$ cat config.mk
export PLATFORM = sky130hd
export DESIGN_NAME = aiss_top
export DESIGN_NICKNAME = d
export VERILOG_FILES = /design/src/include/aiss_pkg.sv /design/src/rtl/aiss_top.sv
export SDC_FILE = /design/constraint.sdc
export NUM_CORES = 2
export LEC_CHECK = 0
export BUFFER_PORTS_ARGS = -buffer_cell sky130_fd_sc_hd__buf_2
export CORE_ASPECT_RATIO = 0.5
export CORE_MARGIN = 3
export CORE_UTILIZATION = 60
export DETAILED_ROUTE_END_ITERATION = 10
export GPL_ROUTABILITY_DRIVEN = 0
export PLACE_DENSITY = 0.88
export SLEW_MARGIN = 10
export SYNTH_ARGS = -nofsm -noshare
export SYNTH_HDL_FRONTEND = slang
export SYNTH_SLANG_ARGS = --single-unit
$ cat constraint.sdc
create_clock -name sys_clk_i -period 39.6 [get_ports sys_clk_i]
set_input_delay 3.96 -clock sys_clk_i [delete_from_list [all_inputs] [get_ports sys_clk_i]]
set_output_delay 3.96 -clock sys_clk_i [all_outputs]
set_load 0.05 [all_outputs]
$ cat src/include/aiss_pkg.sv
// aiss_pkg: register map, field layout, timing counts and carrier types
// for the analog input scan sequencer.
// assumes: one 250 MHz clock domain and a 32-bit Avalon-MM register bus.
package aiss_pkg;

// ----------------------------------------------------------------------
// geometry
// ----------------------------------------------------------------------
localparam int NCH_MAX = 16;
localparam int CH_W    = 4;
localparam int ADC_W   = 12;
localparam int VAL_W   = 16;
localparam int FRAC_W  = 8;
localparam int RANGE_W = 3;

// ----------------------------------------------------------------------
// register map (byte offsets) and fields
// ----------------------------------------------------------------------
localparam logic [7:0] REG_CTRL       = 8'h00;
localparam logic [7:0] REG_INUSE      = 8'h04;
localparam logic [7:0] REG_RANGE_LO   = 8'h08;
localparam logic [7:0] REG_RANGE_HI   = 8'h0C;
localparam logic [7:0] REG_EVT_STATUS = 8'h10;
localparam logic [7:0] REG_EVT_CLEAR  = 8'h14;
localparam logic [7:0] REG_EVT_ENABLE = 8'h18;
localparam logic [7:0] REG_MOD_STATUS = 8'h1C;
localparam logic [7:0] REG_ALIGN      = 8'h20;
localparam logic [7:0] REG_RECAL      = 8'h24;
localparam logic [7:0] REG_OVF        = 8'h28;
localparam logic [7:0] REG_SELFCAL    = 8'h2C;
localparam logic [1:0] VALUE_PAGE     = 2'h1;

localparam int CTRL_W         = 5;
localparam int MST_CH_LSB     = 0;
localparam int MST_BUSY_BIT   = 4;
localparam int MST_REF_BIT    = 5;
localparam int MST_FAST_BIT   = 6;
localparam int MST_TERM_BIT   = 7;
localparam int MST_SLOT_LSB   = 8;

localparam int EV_CYCLE = 0;
localparam int EV_OVF   = 1;
localparam int EV_CONV  = 2;
localparam int EV_TERM  = 3;
localparam int EV_WDOG  = 4;
localparam int EV_W     = 5;

localparam logic [CTRL_W-1:0]  CTRL_RST  = 5'h00;
localparam logic [NCH_MAX-1:0] INUSE_RST = 16'hFFFF;
localparam logic [15:0]        RECAL_RST = 16'h8000;
localparam logic [15:0]        ALIGN_RST = 16'h0000;
localparam int                 RECAL_SHIFT = 15;

// ----------------------------------------------------------------------
// timing
// ----------------------------------------------------------------------
localparam int CLK_MHZ         = 250;
localparam int SLOT_TIME_US    = 3000;
localparam int SLOT_CYC        = SLOT_TIME_US * CLK_MHZ;
localparam int SETTLE_TIME_NS  = 10000;
localparam int SETTLE_CYC      = (SETTLE_TIME_NS * CLK_MHZ + 999) / 1000;
localparam int CYCLE8_MS       = 27;
localparam int CYCLE16_MS      = 51;
localparam int NORMAL_SLOTS8   = CYCLE8_MS * 1000 / SLOT_TIME_US;
localparam int NORMAL_SLOTS16  = CYCLE16_MS * 1000 / SLOT_TIME_US;

// reference acquisition window
localparam logic [ADC_W-1:0]  REF_NOMINAL = 12'h800;
localparam logic signed [12:0] REF_TOL    = 13'sh0100;

// ----------------------------------------------------------------------
// types
// ----------------------------------------------------------------------
typedef enum logic [2:0] {
	RNG_BIP10, RNG_UNI10, RNG_UNI5, RNG_1TO5, RNG_0TO20MA, RNG_4TO20MA
} aiss_range_type;

typedef enum logic [1:0] {
	GAIN_BIP, GAIN_UNI10, GAIN_UNI5, GAIN_CUR
} aiss_gain_type;

typedef enum {ST_IDLE, ST_SETTLE, ST_CONV, ST_HOLD} aiss_state_type;

typedef struct packed {
	logic                start;
	logic                ref_sel;
	aiss_gain_type       gain;
	logic [CH_W-1:0]     mux;
} aiss_conv_type;

typedef struct packed {
	logic                run;
	logic                fast;
	logic [2:0]          filt;
} aiss_cfg_type;

typedef struct packed {
	logic signed [12:0]  zero;
	logic signed [15:0]  mult;
	logic signed [15:0]  lo;
	logic signed [15:0]  hi;
	aiss_gain_type       gain;
} aiss_scale_type;

// per-range zero code, scale (x4096), limits and amplifier gain
function automatic aiss_scale_type range_scale(input aiss_range_type r);
	case (r)
		RNG_UNI10:   return '{13'sh0000, 16'sh2712, -16'sh01F4, 16'sh2904,
		                      GAIN_UNI10};
		RNG_UNI5:    return '{13'sh0000, 16'sh2712, -16'sh01F4, 16'sh2904,
		                      GAIN_UNI5};
		RNG_1TO5:    return '{13'sh0333, 16'sh30D7, -16'sh01F4, 16'sh2904,
		                      GAIN_UNI5};
		RNG_0TO20MA: return '{13'sh0000, 16'sh2712, 16'sh0000, 16'sh2904,
		                      GAIN_CUR};
		RNG_4TO20MA: return '{13'sh0333, 16'sh30D7, -16'sh01F4, 16'sh2904,
		                      GAIN_CUR};
		default:     return '{13'sh0800, 16'sh4E20, -16'sh2904, 16'sh2904,
		                      GAIN_BIP};
	endcase
endfunction

endpackage

$ cat src/rtl/aiss_top.sv
// aiss_top: channel scan sequencer and measurement pipeline with an
// Avalon-MM register slave and a level interrupt.
// assumes: converter, terminal-detect and slot pins are asynchronous and
// are synchronised here; the converter holds its data while done is high.
//
// Function
// RULE1 - eight or sixteen channels share one converter
// RULE2 - six selectable ranges per channel
// RULE3 - gain from range type, drift compensated
// RULE4 - one channel at a time through multiplexer
// RULE5 - correct, filter, then scale each conversion
// RULE6 - normal or fast mode; normal length fixed
// RULE7 - fast mode visits only in-use channels
// RULE8 - normal cycle 27 ms or 51 ms
// RULE9 - fast cycle lasts (N+1) times 3 ms
// RULE10 - reference acquisition in every cycle
// RULE11 - filter bypassed in fast mode
// RULE12 - free-running cycle, latest values always readable
// RULE13 - processor samples values, accepts repeats
// RULE14 - configuration accepted over slot-addressed rack bus
// RULE15 - values and module status sent to application
// RULE16 - self-monitoring faults reported to application
// RULE17 - fast: in-use slots ascending, then reference
// RULE18 - normal: all channels ascending, then reference
//
// Local design decisions: the Avalon-MM register port and the register addresses.
`timescale 1ns/10ps
`default_nettype none

module aiss_top
	import aiss_pkg::*;
#(
	parameter int NUM_CH        = 8,
	parameter int SLOT_CYCLES   = SLOT_CYC,
	parameter int SETTLE_CYCLES = SETTLE_CYC
)
(
	input  wire logic               sys_clk_i,
	input  wire logic               rst_i,
	input  wire logic [7:0]         avs_address_i,
	input  wire logic               avs_read_i,
	input  wire logic               avs_write_i,
	input  wire logic [31:0]        avs_writedata_i,
	input  wire logic [3:0]         avs_byteenable_i,
	output logic [31:0]             avs_readdata_o,
	output logic                    avs_waitrequest_o,
	input  wire logic [3:0]         slot_addr_i,
	input  wire logic [ADC_W-1:0]   adc_data_i,
	input  wire logic               adc_done_i,
	input  wire logic               term_present_i,
	output aiss_conv_type           conv_o,
	output logic                    irq_o
);

// ----------------------------------------------------------------------
// local constants
// ----------------------------------------------------------------------
localparam int NORMAL_SLOTS = (NUM_CH > 8) ? NORMAL_SLOTS16 : NORMAL_SLOTS8;
localparam int LAST_CH      = NORMAL_SLOTS - 2;
localparam logic [19:0] SLOT_LAST   = 20'(SLOT_CYCLES - 1);
localparam logic [19:0] SETTLE_LAST = 20'(SETTLE_CYCLES - 1);

// ----------------------------------------------------------------------
// declarations
// ----------------------------------------------------------------------
logic [ADC_W-1:0]          adc_s1_ff, adc_s2_ff;
logic                      done_s1_ff, done_s2_ff, done_s3_ff;
logic                      term_s1_ff, term_s2_ff;
logic [3:0]                slot_s1_ff, slot_s2_ff;
logic                      done_evt;
logic                      ack_ff, req, wr_en;
logic [31:0]               rdata_ff, rd_mux, wval;
aiss_cfg_type              cfg_ff;
logic [NCH_MAX-1:0]        inuse_ff, ovf_ff, seeded_ff;
logic [23:0]               range_lo_ff, range_hi_ff;
logic [47:0]               ranges;
logic signed [15:0]        align_ff;
logic [15:0]               recal_ff;
logic [EV_W-1:0]           evt_ff, en_ff, evt_set, evt_clr;
logic                      irq_ff;
aiss_state_type            state_ff;
logic [19:0]               timer_ff;
logic [CH_W-1:0]           cur_ch_ff, pa_ch_ff;
logic                      ref_slot_ff, fast_cyc_ff, slot_end, cap;
logic [CH_W:0]             first_pick, next_pick;
aiss_conv_type             conv_ff;
logic signed [12:0]        selfcal_ff, ref_diff;
logic signed [17:0]        corr_ff, corr_sum, corr_next;
logic signed [34:0]        corr_prod;
logic                      pa_valid_ff, conv_fault;
logic signed [25:0]        filt_ff [NCH_MAX];
logic signed [VAL_W-1:0]   value_ff [NCH_MAX];
logic signed [25:0]        f_in, f_old, f_new;
logic signed [26:0]        f_diff;
logic                      f_bypass, ovf_now;
aiss_scale_type            sc;
logic signed [18:0]        sc_off;
logic signed [34:0]        sc_prod;
logic signed [22:0]        sc_full;
logic signed [VAL_W-1:0]   sc_sat;

// byte-lane merge for partial writes
function automatic logic [31:0] be_merge(input logic [31:0] old,
	input logic [31:0] nw, input logic [3:0] be);
	logic [31:0] r;
	r = old;
	for (int b = 0; b < 4; b++)
		if (be[b])
			r[b*8 +: 8] = nw[b*8 +: 8];
	return r;
endfunction

// lowest eligible channel at or above from; top bit flags a hit
function automatic logic [CH_W:0] pick_ch(input logic [NCH_MAX-1:0] mask,
	input int from, input logic fast);
	logic [CH_W:0] r;
	r = '0;
	for (int i = NCH_MAX - 1; i >= 0; i--)
		if (i >= from && (fast ? (i < NUM_CH && mask[i]) : i <= LAST_CH))
			r = {1'b1, CH_W'(i)};
	return r;
endfunction

// ----------------------------------------------------------------------
// pin synchronisers
// ----------------------------------------------------------------------
// every pin passes two flops; done also gets a third for edge detect
always_ff @(posedge sys_clk_i or posedge rst_i)
begin
	if (rst_i)
	begin
		adc_s1_ff  <= '0;
		adc_s2_ff  <= '0;
		done_s1_ff <= 1'b0;
		done_s2_ff <= 1'b0;
		done_s3_ff <= 1'b0;
		term_s1_ff <= 1'b1; // reset as present: no false fault
		term_s2_ff <= 1'b1;
		slot_s1_ff <= '0;
		slot_s2_ff <= '0;
	end
	else
	begin
		adc_s1_ff  <= adc_data_i;
		adc_s2_ff  <= adc_s1_ff;
		done_s1_ff <= adc_done_i;
		done_s2_ff <= done_s1_ff;
		done_s3_ff <= done_s2_ff;
		term_s1_ff <= term_present_i;
		term_s2_ff <= term_s1_ff;
		slot_s1_ff <= slot_addr_i;
		slot_s2_ff <= slot_s1_ff;
	end
end

assign done_evt = done_s2_ff & ~done_s3_ff;

// ----------------------------------------------------------------------
// register bus slave
// ----------------------------------------------------------------------
// one wait state: readdata is registered so the bus never sees a long path
assign req               = avs_read_i | avs_write_i;
assign avs_waitrequest_o = req & ~ack_ff;
assign wr_en             = avs_write_i & ack_ff;
assign avs_readdata_o    = rdata_ff;
assign wval              = be_merge(rd_mux, avs_writedata_i, avs_byteenable_i);
assign ranges            = {range_hi_ff, range_lo_ff};

always_ff @(posedge sys_clk_i or posedge rst_i)
begin
	if (rst_i)
	begin
		ack_ff   <= 1'b0;
		rdata_ff <= '0;
	end
	else
	begin
		ack_ff <= req & ~ack_ff;
		if (avs_read_i & ~ack_ff)
			rdata_ff <= rd_mux;
	end
end

// read decode; unmapped offsets read as zero
always_comb
begin
	rd_mux = '0;
	case (avs_address_i)
		REG_CTRL:       rd_mux = 32'(cfg_ff);
		REG_INUSE:      rd_mux = 32'(inuse_ff);
		REG_RANGE_LO:   rd_mux = 32'(range_lo_ff);
		REG_RANGE_HI:   rd_mux = 32'(range_hi_ff);
		REG_EVT_STATUS: rd_mux = 32'(evt_ff);
		REG_EVT_ENABLE: rd_mux = 32'(en_ff);
		REG_ALIGN:      rd_mux = 32'($unsigned(align_ff));
		REG_RECAL:      rd_mux = 32'(recal_ff);
		REG_OVF:        rd_mux = 32'(ovf_ff);
		REG_SELFCAL:    rd_mux = 32'($unsigned(selfcal_ff));
		REG_MOD_STATUS:
		begin
			rd_mux[MST_CH_LSB +: CH_W]   = cur_ch_ff;
			rd_mux[MST_BUSY_BIT]         = (state_ff != ST_IDLE);
			rd_mux[MST_REF_BIT]          = ref_slot_ff;
			rd_mux[MST_FAST_BIT]         = fast_cyc_ff;
			rd_mux[MST_TERM_BIT]         = term_s2_ff;
			rd_mux[MST_SLOT_LSB +: 4]    = slot_s2_ff; // [RULE14]
		end
		default:
			// latest value of each channel, any time [RULE12] [RULE15]
			if (avs_address_i[7:6] == VALUE_PAGE &&
				avs_address_i[1:0] == 2'h0 &&
				int'(avs_address_i[5:2]) < NUM_CH)
				rd_mux = 32'($unsigned(value_ff[avs_address_i[5:2]]));
	endcase
end

// software configuration [RULE14]
always_ff @(posedge sys_clk_i or posedge rst_i)
begin
	if (rst_i)
	begin
		cfg_ff      <= CTRL_RST;
		inuse_ff    <= INUSE_RST;
		range_lo_ff <= '0;
		range_hi_ff <= '0;
		align_ff    <= $signed(ALIGN_RST);
		recal_ff    <= RECAL_RST;
		en_ff       <= '0;
	end
	else if (wr_en)
	begin
		case (avs_address_i)
			REG_CTRL:       cfg_ff      <= aiss_cfg_type'(wval[CTRL_W-1:0]);
			REG_INUSE:      inuse_ff    <= wval[NCH_MAX-1:0];
			REG_RANGE_LO:   range_lo_ff <= wval[23:0]; // [RULE2]
			REG_RANGE_HI:   range_hi_ff <= wval[23:0]; // [RULE2]
			REG_ALIGN:      align_ff    <= $signed(wval[15:0]);
			REG_RECAL:      recal_ff    <= wval[15:0];
			REG_EVT_ENABLE: en_ff       <= wval[EV_W-1:0];
			default:        en_ff       <= en_ff;
		endcase
	end
end

// ----------------------------------------------------------------------
// events and interrupt
// ----------------------------------------------------------------------
assign evt_clr = (wr_en && avs_address_i == REG_EVT_CLEAR) ?
	wval[EV_W-1:0] : '0;

// self-monitoring faults and cycle completion [RULE16]
always_comb
begin
	evt_set           = '0;
	evt_set[EV_CYCLE] = slot_end & ref_slot_ff & (state_ff != ST_IDLE);
	evt_set[EV_OVF]   = pa_valid_ff & ovf_now;
	evt_set[EV_CONV]  = conv_fault;
	evt_set[EV_TERM]  = ~term_s2_ff;
	evt_set[EV_WDOG]  = slot_end & (state_ff != ST_IDLE) &
		(state_ff != ST_HOLD);
end

// a set in the clearing cycle wins, so no event is lost
always_ff @(posedge sys_clk_i or posedge rst_i)
begin
	if (rst_i)
	begin
		evt_ff <= '0;
		irq_ff <= 1'b0;
	end
	else
	begin
		evt_ff <= (evt_ff & ~evt_clr) | evt_set; // [RULE16]
		irq_ff <= |(evt_ff & en_ff);
	end
end

assign irq_o = irq_ff;

// ----------------------------------------------------------------------
// scan sequencer
// ----------------------------------------------------------------------
assign slot_end   = (state_ff != ST_IDLE) && (timer_ff == SLOT_LAST);
assign first_pick = pick_ch(inuse_ff, 0, cfg_ff.fast); // [RULE17] [RULE18]
assign next_pick  = pick_ch(inuse_ff, int'(cur_ch_ff) + 1, fast_cyc_ff);
assign cap        = (state_ff == ST_CONV) & done_evt & ~slot_end;

// every slot lasts the channel slot time, so a normal cycle always has
// NORMAL_SLOTS slots and a fast cycle one per in-use channel plus one;
// the mode is latched per cycle so a change never bends a running cycle
always_ff @(posedge sys_clk_i or posedge rst_i)
begin
	if (rst_i)
	begin
		state_ff    <= ST_IDLE;
		timer_ff    <= '0;
		cur_ch_ff   <= '0;
		ref_slot_ff <= 1'b0;
		fast_cyc_ff <= 1'b0;
	end
	else if (state_ff == ST_IDLE || (slot_end && ref_slot_ff))
	begin
		// free-running restart, no sync to the processor [RULE12]
		timer_ff <= '0;
		if (cfg_ff.run)
		begin
			state_ff    <= ST_SETTLE;
			fast_cyc_ff <= cfg_ff.fast; // [RULE6]
			cur_ch_ff   <= first_pick[CH_W-1:0];
			ref_slot_ff <= ~first_pick[CH_W]; // [RULE7] [RULE9]
		end
		else
			state_ff <= ST_IDLE;
	end
	else if (slot_end)
	begin
		timer_ff <= '0;
		state_ff <= ST_SETTLE;
		if (next_pick[CH_W])
			cur_ch_ff <= next_pick[CH_W-1:0]; // [RULE7] [RULE18]
		else
			ref_slot_ff <= 1'b1; // [RULE10] [RULE8] [RULE9]
	end
	else
	begin
		timer_ff <= timer_ff + 20'h00001;
		case (state_ff)
			ST_SETTLE:
				if (timer_ff == SETTLE_LAST)
					state_ff <= ST_CONV;
			ST_CONV:
				if (done_evt)
					state_ff <= ST_HOLD;
			default:
				state_ff <= state_ff;
		endcase
	end
end

// mux, gain and start pins; the reference slot uses the bipolar gain
always_ff @(posedge sys_clk_i or posedge rst_i)
begin
	if (rst_i)
		conv_ff <= '0;
	else
	begin
		conv_ff.mux     <= cur_ch_ff; // [RULE4] [RULE1]
		conv_ff.ref_sel <= ref_slot_ff; // [RULE10]
		conv_ff.gain    <= ref_slot_ff ? GAIN_BIP :
			range_scale(aiss_range_type'(ranges[cur_ch_ff*RANGE_W +:
			RANGE_W])).gain; // [RULE3]
		conv_ff.start   <= (state_ff == ST_SETTLE) &&
			(timer_ff == SETTLE_LAST) && !slot_end;
	end
end

assign conv_o = conv_ff;

// ----------------------------------------------------------------------
// correction stage
// ----------------------------------------------------------------------
// reference offset doubles as drift compensation for the amplifier
assign ref_diff   = $signed({1'b0, adc_s2_ff}) - $signed({1'b0, REF_NOMINAL});
assign conv_fault = cap & ref_slot_ff & ((ref_diff > REF_TOL) ||
	(ref_diff < -REF_TOL));
assign corr_sum   = $signed({6'h00, adc_s2_ff}) - 18'(selfcal_ff) +
	18'(align_ff);
assign corr_prod  = corr_sum * $signed({1'b0, recal_ff});
assign corr_next  = corr_prod[RECAL_SHIFT +: 18]; // [RULE5] [RULE3]

always_ff @(posedge sys_clk_i or posedge rst_i)
begin
	if (rst_i)
	begin
		pa_valid_ff <= 1'b0;
		pa_ch_ff    <= '0;
		corr_ff     <= '0;
		selfcal_ff  <= '0;
	end
	else
	begin
		pa_valid_ff <= cap & ~ref_slot_ff;
		if (cap & ref_slot_ff)
			selfcal_ff <= ref_diff; // [RULE10]
		if (cap)
		begin
			pa_ch_ff <= cur_ch_ff;
			corr_ff  <= corr_next;
		end
	end
end

// ----------------------------------------------------------------------
// filter and scaling stage
// ----------------------------------------------------------------------
// first-order filter, alpha = 1 - 2^-(filt+1); first sample seeds it
always_comb
begin
	f_in     = {corr_ff, 8'h00};
	f_old    = filt_ff[pa_ch_ff];
	f_bypass = fast_cyc_ff || cfg_ff.filt == 3'h0 ||
		!seeded_ff[pa_ch_ff]; // [RULE11]
	f_diff   = 27'(f_in) - 27'(f_old);
	f_new    = f_bypass ? f_in :
		f_old + 26'(f_diff >>> (4'(cfg_ff.filt) + 4'h1)); // [RULE5]
	sc       = range_scale(aiss_range_type'(ranges[pa_ch_ff*RANGE_W +:
		RANGE_W]));
	sc_off   = 19'($signed(f_new[25:FRAC_W])) - 19'(sc.zero);
	sc_prod  = sc_off * sc.mult;
	sc_full  = sc_prod[34:12]; // [RULE5]
	ovf_now  = (sc_full < 23'(sc.lo)) || (sc_full > 23'(sc.hi));
	if (sc_full > 23'sh007FFF)
		sc_sat = 16'sh7FFF;
	else if (sc_full < -23'sh008000)
		sc_sat = -16'sh8000;
	else
		sc_sat = sc_full[VAL_W-1:0];
end

// results land per channel; the processor may see repeats [RULE13]
always_ff @(posedge sys_clk_i or posedge rst_i)
begin
	if (rst_i)
	begin
		seeded_ff <= '0;
		ovf_ff    <= '0;
		for (int i = 0; i < NCH_MAX; i++)
		begin
			filt_ff[i]  <= '0;
			value_ff[i] <= '0;
		end
	end
	else if (pa_valid_ff)
	begin
		filt_ff[pa_ch_ff]   <= f_new;
		seeded_ff[pa_ch_ff] <= 1'b1;
		value_ff[pa_ch_ff]  <= sc_sat; // [RULE15]
		ovf_ff[pa_ch_ff]    <= ovf_now; // [RULE16]
	end
end

endmodule

`default_nettype wire

**Yosys cells after proc, flatten, opt, wreduce, memory -nomap -nowiden**

Index checks and enable logic that the tools add are counted.

- Word-level logic and storage cells: 289
- Bits in registers: 988
- Memory bits (writable): 0
- Latch bits: 0
- Input port bits: 66
- Bits in read-only memories: 0
- Memories kept: 0
- Output and inout port bits: 42

- Multiply operators: 4
- Shift-type cells: 3
- Magnitude comparators: 20
- Reductions and logical operators: 45
- Divide/modulo/power cells: 0
- Add/sub/neg operators: 9
- Bitwise logic cells: 28
- Mux-type cells: 78
- Equal/unequal tests: 33

Operator list:

| kind | number |
|---|---|
| 416-bit bitwise mux | 1 |
| 62-bit one-hot mux with 5 select lines | 1 |
| 256-bit bitwise mux | 1 |
| 12-bit one-hot mux with 11 select lines | 1 |
| 32-bit 2-to-1 mux | 4 |
| 26-bit binary-select mux with 4-bit select | 1 |
| 26-bit demux with 4-bit select | 1 |
| 26-bit 2-to-1 mux | 4 |
| 16-bit 2-to-1 mux | 6 |
| 12-bit one-hot mux with 8 select lines | 1 |
| 48-bit by 7-bit indexed part select with 3-bit output | 2 |
| 5-bit 2-to-1 mux | 17 |
| 16-bit binary-select mux with 4-bit select | 1 |
| 16-bit demux with 4-bit select | 1 |
| 32-bit by 2-bit == test with 1-bit output, second input constant | 2 |
| 32-bit one-hot mux with 2 select lines | 1 |
| 20-bit 2-to-1 mux | 2 |
| 19-bit by 16-bit multiplier with 35-bit output | 1 |
| 17-bit by 17-bit multiplier with 33-bit output | 1 |
| 32-bit by 1-bit == test with 1-bit output, second input constant | 1 |
| 32-bit by 3-bit == test with 1-bit output, second input constant | 1 |
| 8-bit by 5-bit == test with 1-bit output, second input constant | 4 |
| 8-bit by 6-bit == test with 1-bit output, second input constant | 4 |
| 32-bit zero test | 1 |
| 66 further kinds | 160 |

**Depth between registers and ports, before layout**

- Depth in word-level cells: 14
- Gate-level depth with buffers: 80

**Least setup slack after synthesis**

No wires, ideal clock.

- Path type: register to register
- Start: register pa_ch_ff[1]
- End: register ovf_ff[7]
- Period minus slack after synthesis: 15,382 ps
- Slack: 24,218 ps
- Arrival time: 15,305 ps
- Data required time: 39,523 ps
- Buffers on the path: 7
- Stages on the path, launching flop included: 74
- Cells stage by stage: dfrtp_1 buf_6 buf_6 buf_4 buf_6 clkbuf_1 clkbuf_1 mux2i_1 o21ai_0 nand2_1 o221a_2 ha_1 a21oi_1 nor2b_1 o21ai_0 nand2b_1 a22oi_1 and2_1 [... 38 more ...] ha_1 clkbuf_1 inv_1 o21bai_1 a21oi_1 and2_1 a32oi_1 o21ai_1 o211ai_1 xor2_1 ha_1 a211oi_1 nand4_1 or3_1 o221a_2 o311ai_1 a221oi_4 o21ai_1

- Cells in the longest elaborated chain, start to end: 13
- Elaborated cells between the ends (all ways): 31
- Those cells by class: 3 x add/sub; 2 x mul; 4 x order compare; 5 x eq/ne; 2 x shift; 10 x mux; 1 x bitwise; 4 x reduce/logical

Ends and longest elaborated chain:

| what | line | source |
|---|---|---|
| start: declaration | aiss_top.sv:83 | `logic [CH_W-1:0] cur_ch_ff, pa_ch_ff;` |
| start signal: assignment | aiss_top.sv:387 | `pa_ch_ff <= cur_ch_ff;` |
| 4-bit NOT with 5-bit output (implied by the code) | aiss_top.sv:400 | `f_old = filt_ff[pa_ch_ff];` |
| 26-bit binary-select mux with 4-bit select | aiss_top.sv:400 |  |
| 26-bit 2-to-1 mux (implied by the code) (2 in series) | aiss_top.sv:400 |  |
| 26-bit by 26-bit subtractor with 27-bit output | aiss_top.sv:403 | `f_diff = 27'(f_in) - 27'(f_old);` |
| 27-bit by 4-bit >>> shifter with 26-bit output | aiss_top.sv:405 | `f_old + 26'(f_diff >>> (4'(cfg_ff.filt) + 4'h1));` |
| 26-bit adder | aiss_top.sv:405 |  |
| 26-bit 2-to-1 mux (*) | aiss_top.sv:404 | `f_new = f_bypass ? f_in :` |
| net f_new[12] | aiss_top.sv:93 | `logic signed [25:0] f_in, f_old, f_new;` |
| 18-bit by 13-bit subtractor with 19-bit output (*) | aiss_top.sv:408 | `sc_off = 19'($signed(f_new[25:FRAC_W])) - 19'(sc.zero);` |
| 19-bit by 16-bit multiplier with 35-bit output (*) | aiss_top.sv:409 | `sc_prod = sc_off * sc.mult;` |
| 23-bit by 16-bit less-than comparator with 1-bit output / 23-bit by 16-bit greater-than comparator with 1-bit output (equally long branches) | aiss_top.sv:411 | `ovf_now = (sc_full < 23'(sc.lo)) \|\| (sc_full > 23'(sc.hi));` |
| 1-bit logical OR (*) | aiss_top.sv:411 |  |
| 16-bit bitwise mux (*) | aiss_top.sv:438 | `ovf_ff[pa_ch_ff] <= ovf_now;` |
| end signal: indexed assignment | aiss_top.sv:438 |  |
| end: declaration | aiss_top.sv:74 | `logic [NCH_MAX-1:0] inuse_ff, ovf_ff, seeded_ff;` |

The timed path passes the listed nets; every way through them passes the cells marked *. The select of a mux whose other input is x is not followed.
A chain may end at the register's enable or synchronous reset.

**Worst setup path after layout**

- Start: register pa_ch_ff[0]
- End: register ovf_ff[3]

- Cells in the longest elaborated chain, start to end: 13
- Elaborated cells between the ends (all ways): 31
- Those cells by class: 3 x add/sub; 2 x mul; 4 x order compare; 5 x eq/ne; 2 x shift; 10 x mux; 1 x bitwise; 4 x reduce/logical

Ends and longest elaborated chain:

| what | line |
|---|---|
| 4-bit NOT with 5-bit output (implied by the code) | aiss_top.sv:400 |
| 26-bit binary-select mux with 4-bit select | aiss_top.sv:400 |
| 26-bit 2-to-1 mux (implied by the code) (2 in series) | aiss_top.sv:400 |
| 26-bit by 26-bit subtractor with 27-bit output | aiss_top.sv:403 |
| 27-bit by 4-bit >>> shifter with 26-bit output | aiss_top.sv:405 |
| 26-bit adder | aiss_top.sv:405 |
| 26-bit 2-to-1 mux | aiss_top.sv:404 |
| 18-bit by 13-bit subtractor with 19-bit output | aiss_top.sv:408 |
| 19-bit by 16-bit multiplier with 35-bit output | aiss_top.sv:409 |
| 23-bit by 16-bit less-than comparator with 1-bit output / 23-bit by 16-bit greater-than comparator with 1-bit output (equally long branches) | aiss_top.sv:411 |
| 1-bit logical OR | aiss_top.sv:411 |
| 16-bit bitwise mux (*) | aiss_top.sv:438 |

Mark *: on every way between the ends. The rest lies on a longest branch, timed or not. The select of a mux whose other input is x is not followed.

==> flow_metrics.py <==
metrics = {
    "worst_setup_path": {
        "worstReg2RegEnd": "ovf_ff[3]",
        "critPathKind": "register to register",
        "rrSetupSlack_ns": 20.50,
        "arrival_ns": 19.63,
        "worst_setup_path_start_kind": "register",
        "critPathCaptureType": "register",
        "cpMostUsedCell": "ha_1",
        "cp_data_required_time_ns": 40.13,
        "cp_max_fo": 48,
        "cp_slowest_cell": "fa_1",
        "cpPeakStageDelay_ns": 0.90,
        "r2r_cells": 67,
        "worst_r2r_startpoint": "pa_ch_ff[0]",
    },
    "clock_tree": {
        "cts_tree": "built",
        "clock_latency_ns": 0.64,
        "path_clk_slew_ns": 0.06,
        "clk_path_buf_depth": 3,
        "cts_resized": 0,
        "cts_buffers": 57,
        "numClockSinks": 594,
        "root_buffer": "clkbuf_16",
        "cts_setup_buffers": 0,
        "hold_buffers": 0,
        "cts_max_level": 2,
    },
    "detailed_routing": {
        "drt-pass1-iter-count": 11,
        "wire_per_inst_um": 21.06,
        "drt-total-wl_mm": 142.9,
        "num_vias": 42670,
        "ant_nets": 0,
        "drc": 18,
        "viasPerCell": 6.286,
        "drt-initial-drc-count": 5365,
    },
    "synthesis": {
        "synth_area_leaders": "dfrtp_1 (28%), fa_1 (21%), ha_1 (7.0%)",
        "synthFlopType": "dfrtp_1",
        "synth_cells": 5673,
        "yosysWarningCount": 0,
        "ys_ff_latch": 594,
        "synth_top_area_share_pct": 27.83,
        "synth-seq-area-share_pct": 28.80,
        "synth_top_area_cell": "dfrtp_1",
        "ys_types": 103,
        "synth_area_per_cell_um2": 9.113,
        "synth_edf_count": 0,
        "synthesis.area_um2": 51700,
        "async_reset_ff_share_pct": 100.0,
    },
    "global_route": {
        "grt_pass1_vias": 44410,
        "grt_max_degree": 113,
        "overflow": 0,
        "grt_pass1_wl_mm": 231.1,
        "antenna_found_initial": 4,
        "track_usage_pct": 31.85,
    },
    "cells_and_area": {
        "nets": 6470,
        "area_growth_pct": 6.212,
        "mostFrequentLayoutCells": "nand2_1 (890), inv_1 (839), o21ai_0 (599)",
        "stdcell_area_um2": 54910,
        "stdcell_count": 6788,
        "layout_commonest_cell": "nand2_1",
        "drive_gt1_share_pct": 7.957,
    },
    "sta": {
        "grt_setup_unrepaired": "false",
        "relSlewSlack_pct": 10.43,
        "fin_skew_ns": 0.02652,
        "slew_viol_final": 0,
        "worstMarginPinSlew_ns": 1.339,
        "setup_viol": 0,
        "min_period_over_period_pct": 48.23,
        "hold_slack_ns": 0.3501,
        "tns_ns": 0,
        "period_needed_ns": 19.10,
        "hold_viol": 0,
        "fmax_mhz": 52.36,
    },
    "placed_design": {
        "dp.cells": 6680,
        "place_area_um2": 52990,
        "dpl.hpwl_mm": 103.1,
        "port_buffers": 89,
    },
    "min_path": {
        "whs_endpoint": "adc_s2_ff[5]",
        "hp-class": "register to register",
        "hp-start": "adc_s1_ff[5]",
        "min_path_cells": 0,
    },
    "floorplan": {
        "row_count": 75,
        "start_util_pct": 61.15,
        "die_width_um": 421.1,
        "core-area_um2": 84550,
        "die_area_um2": 89940,
        "die_h_um": 213.6,
        "pin_count": 108,
    },
    "flow_run": {
        "max_cap_violations": 0,
    },
    "status": {
        "status": "finished with violations",
        "violations": "design-rule violations",
    },
}
==> cells by family (layout without fill, tap and decap cells) <==
| group | count (synthesis) | count (layout) | share of synthesized area (%) |
|---|---|---|---|
| compound gates | 1199 | 1199 | 14.07 |
| xor+xnor | 159 | 159 | 2.694 |
| fa+ha+maj | 820 | 820 | 27.56 |
| buf+inv | 1145 | 1091 | 8.509 |
| flops | 594 | 594 | 28.80 |
| mux | 203 | 203 | 5.145 |
| other cells | 2 | 16 | 0.01453 |
| simple gates | 1551 | 1551 | 13.22 |
==> cell usage after synthesis, drive strengths merged, types with 59 or more instances <==
| master | n |
|---|---|
| o21ai | 631 |
| nor2 | 239 |
| and2 | 138 |
| ha | 289 |
| fa | 531 |
| nand3 | 65 |
| inv | 842 |
| mux2i | 104 |
| xor2 | 67 |
| a22oi | 59 |
| clkbuf | 254 |
| nand2 | 894 |
| xnor2 | 92 |
| dfrtp | 575 |
| a21oi | 197 |
==> layout make-up <==
class | instances | area, µm²
sequential | 594 | 14890
fill | 6008 | 29640
tap | 1155 | 1445
multi-input combinational | 3945 | 32620
inverter | 842 | 3168
antenna | 3 | 7.507
timing repair buffer | 144 | 858.3
clock buffer | 80 | 1664
clock inverter | 25 | 250.2
==> critical path, delay by kind of cell, from the launching register on <==
kind                       cells  cell delay [ns]
xor gates and xnor gates       4             0.73
AOI/OAI and AO/OA             23             6.39
DFF                            1             0.35
and+or+nand+nor               20             4.44
adders and majority gates     13             5.49
buffers and inverters          7             1.53
==> registers in the layout (all words and copies together), names as in the netlist, 4 cells and up <==
register,count
filt_ff,208
value_ff,128
avs_readdata_o,24
range_hi_ff,24
range_lo_ff,24
timer_ff,20
corr_ff,18
align_ff,16
inuse_ff,16
recal_ff,16
adc_s1_ff,12
adc_s2_ff,12
selfcal_ff,12
ovf_ff,8
seeded_ff,8
conv_o,7
cfg_ff,5
en_ff,5
evt_ff,5
slot_s1_ff,4
slot_s2_ff,4
==> how the worst max path moves through the flow <==
stage / startpoint / to / depth (start not counted)
floorplan: rst_i / ack_ff / 1
global placement: pa_ch_ff[1] / ovf_ff[7] / 67
detailed placement: pa_ch_ff[1] / ovf_ff[7] / 67
CTS: pa_ch_ff[1] / ovf_ff[7] / 67
global route: pa_ch_ff[1] / ovf_ff[3] / 67
finish: pa_ch_ff[0] / ovf_ff[3] / 67
==> per-stage QoR <==
| stage | worst slack [ns] | utilization (%) |
|---|---|---|
| after detailed placement | 21.01 | 62.67 |
| after global placement | 21.64 | 62.67 |
| after CTS | 20.91 | 64.94 |
| after floorplan | 19.05 | - |
| final | 20.50 | 64.95 |
| after global routing | 19.34 | 64.94 |
==> routing by layer <==
layer  vias up  GRT usage (%)  wire [µm]
met1     20950          39.77      51270
met5         -              0         13
li1      18260              -          -
met4         2          14.84       7087
met2      2779          53.18      67380
met3       684          7.758      17170
Power is not shown: default switching activity piles up to over one toggle a cycle in this logic, so the estimate is an artifact.
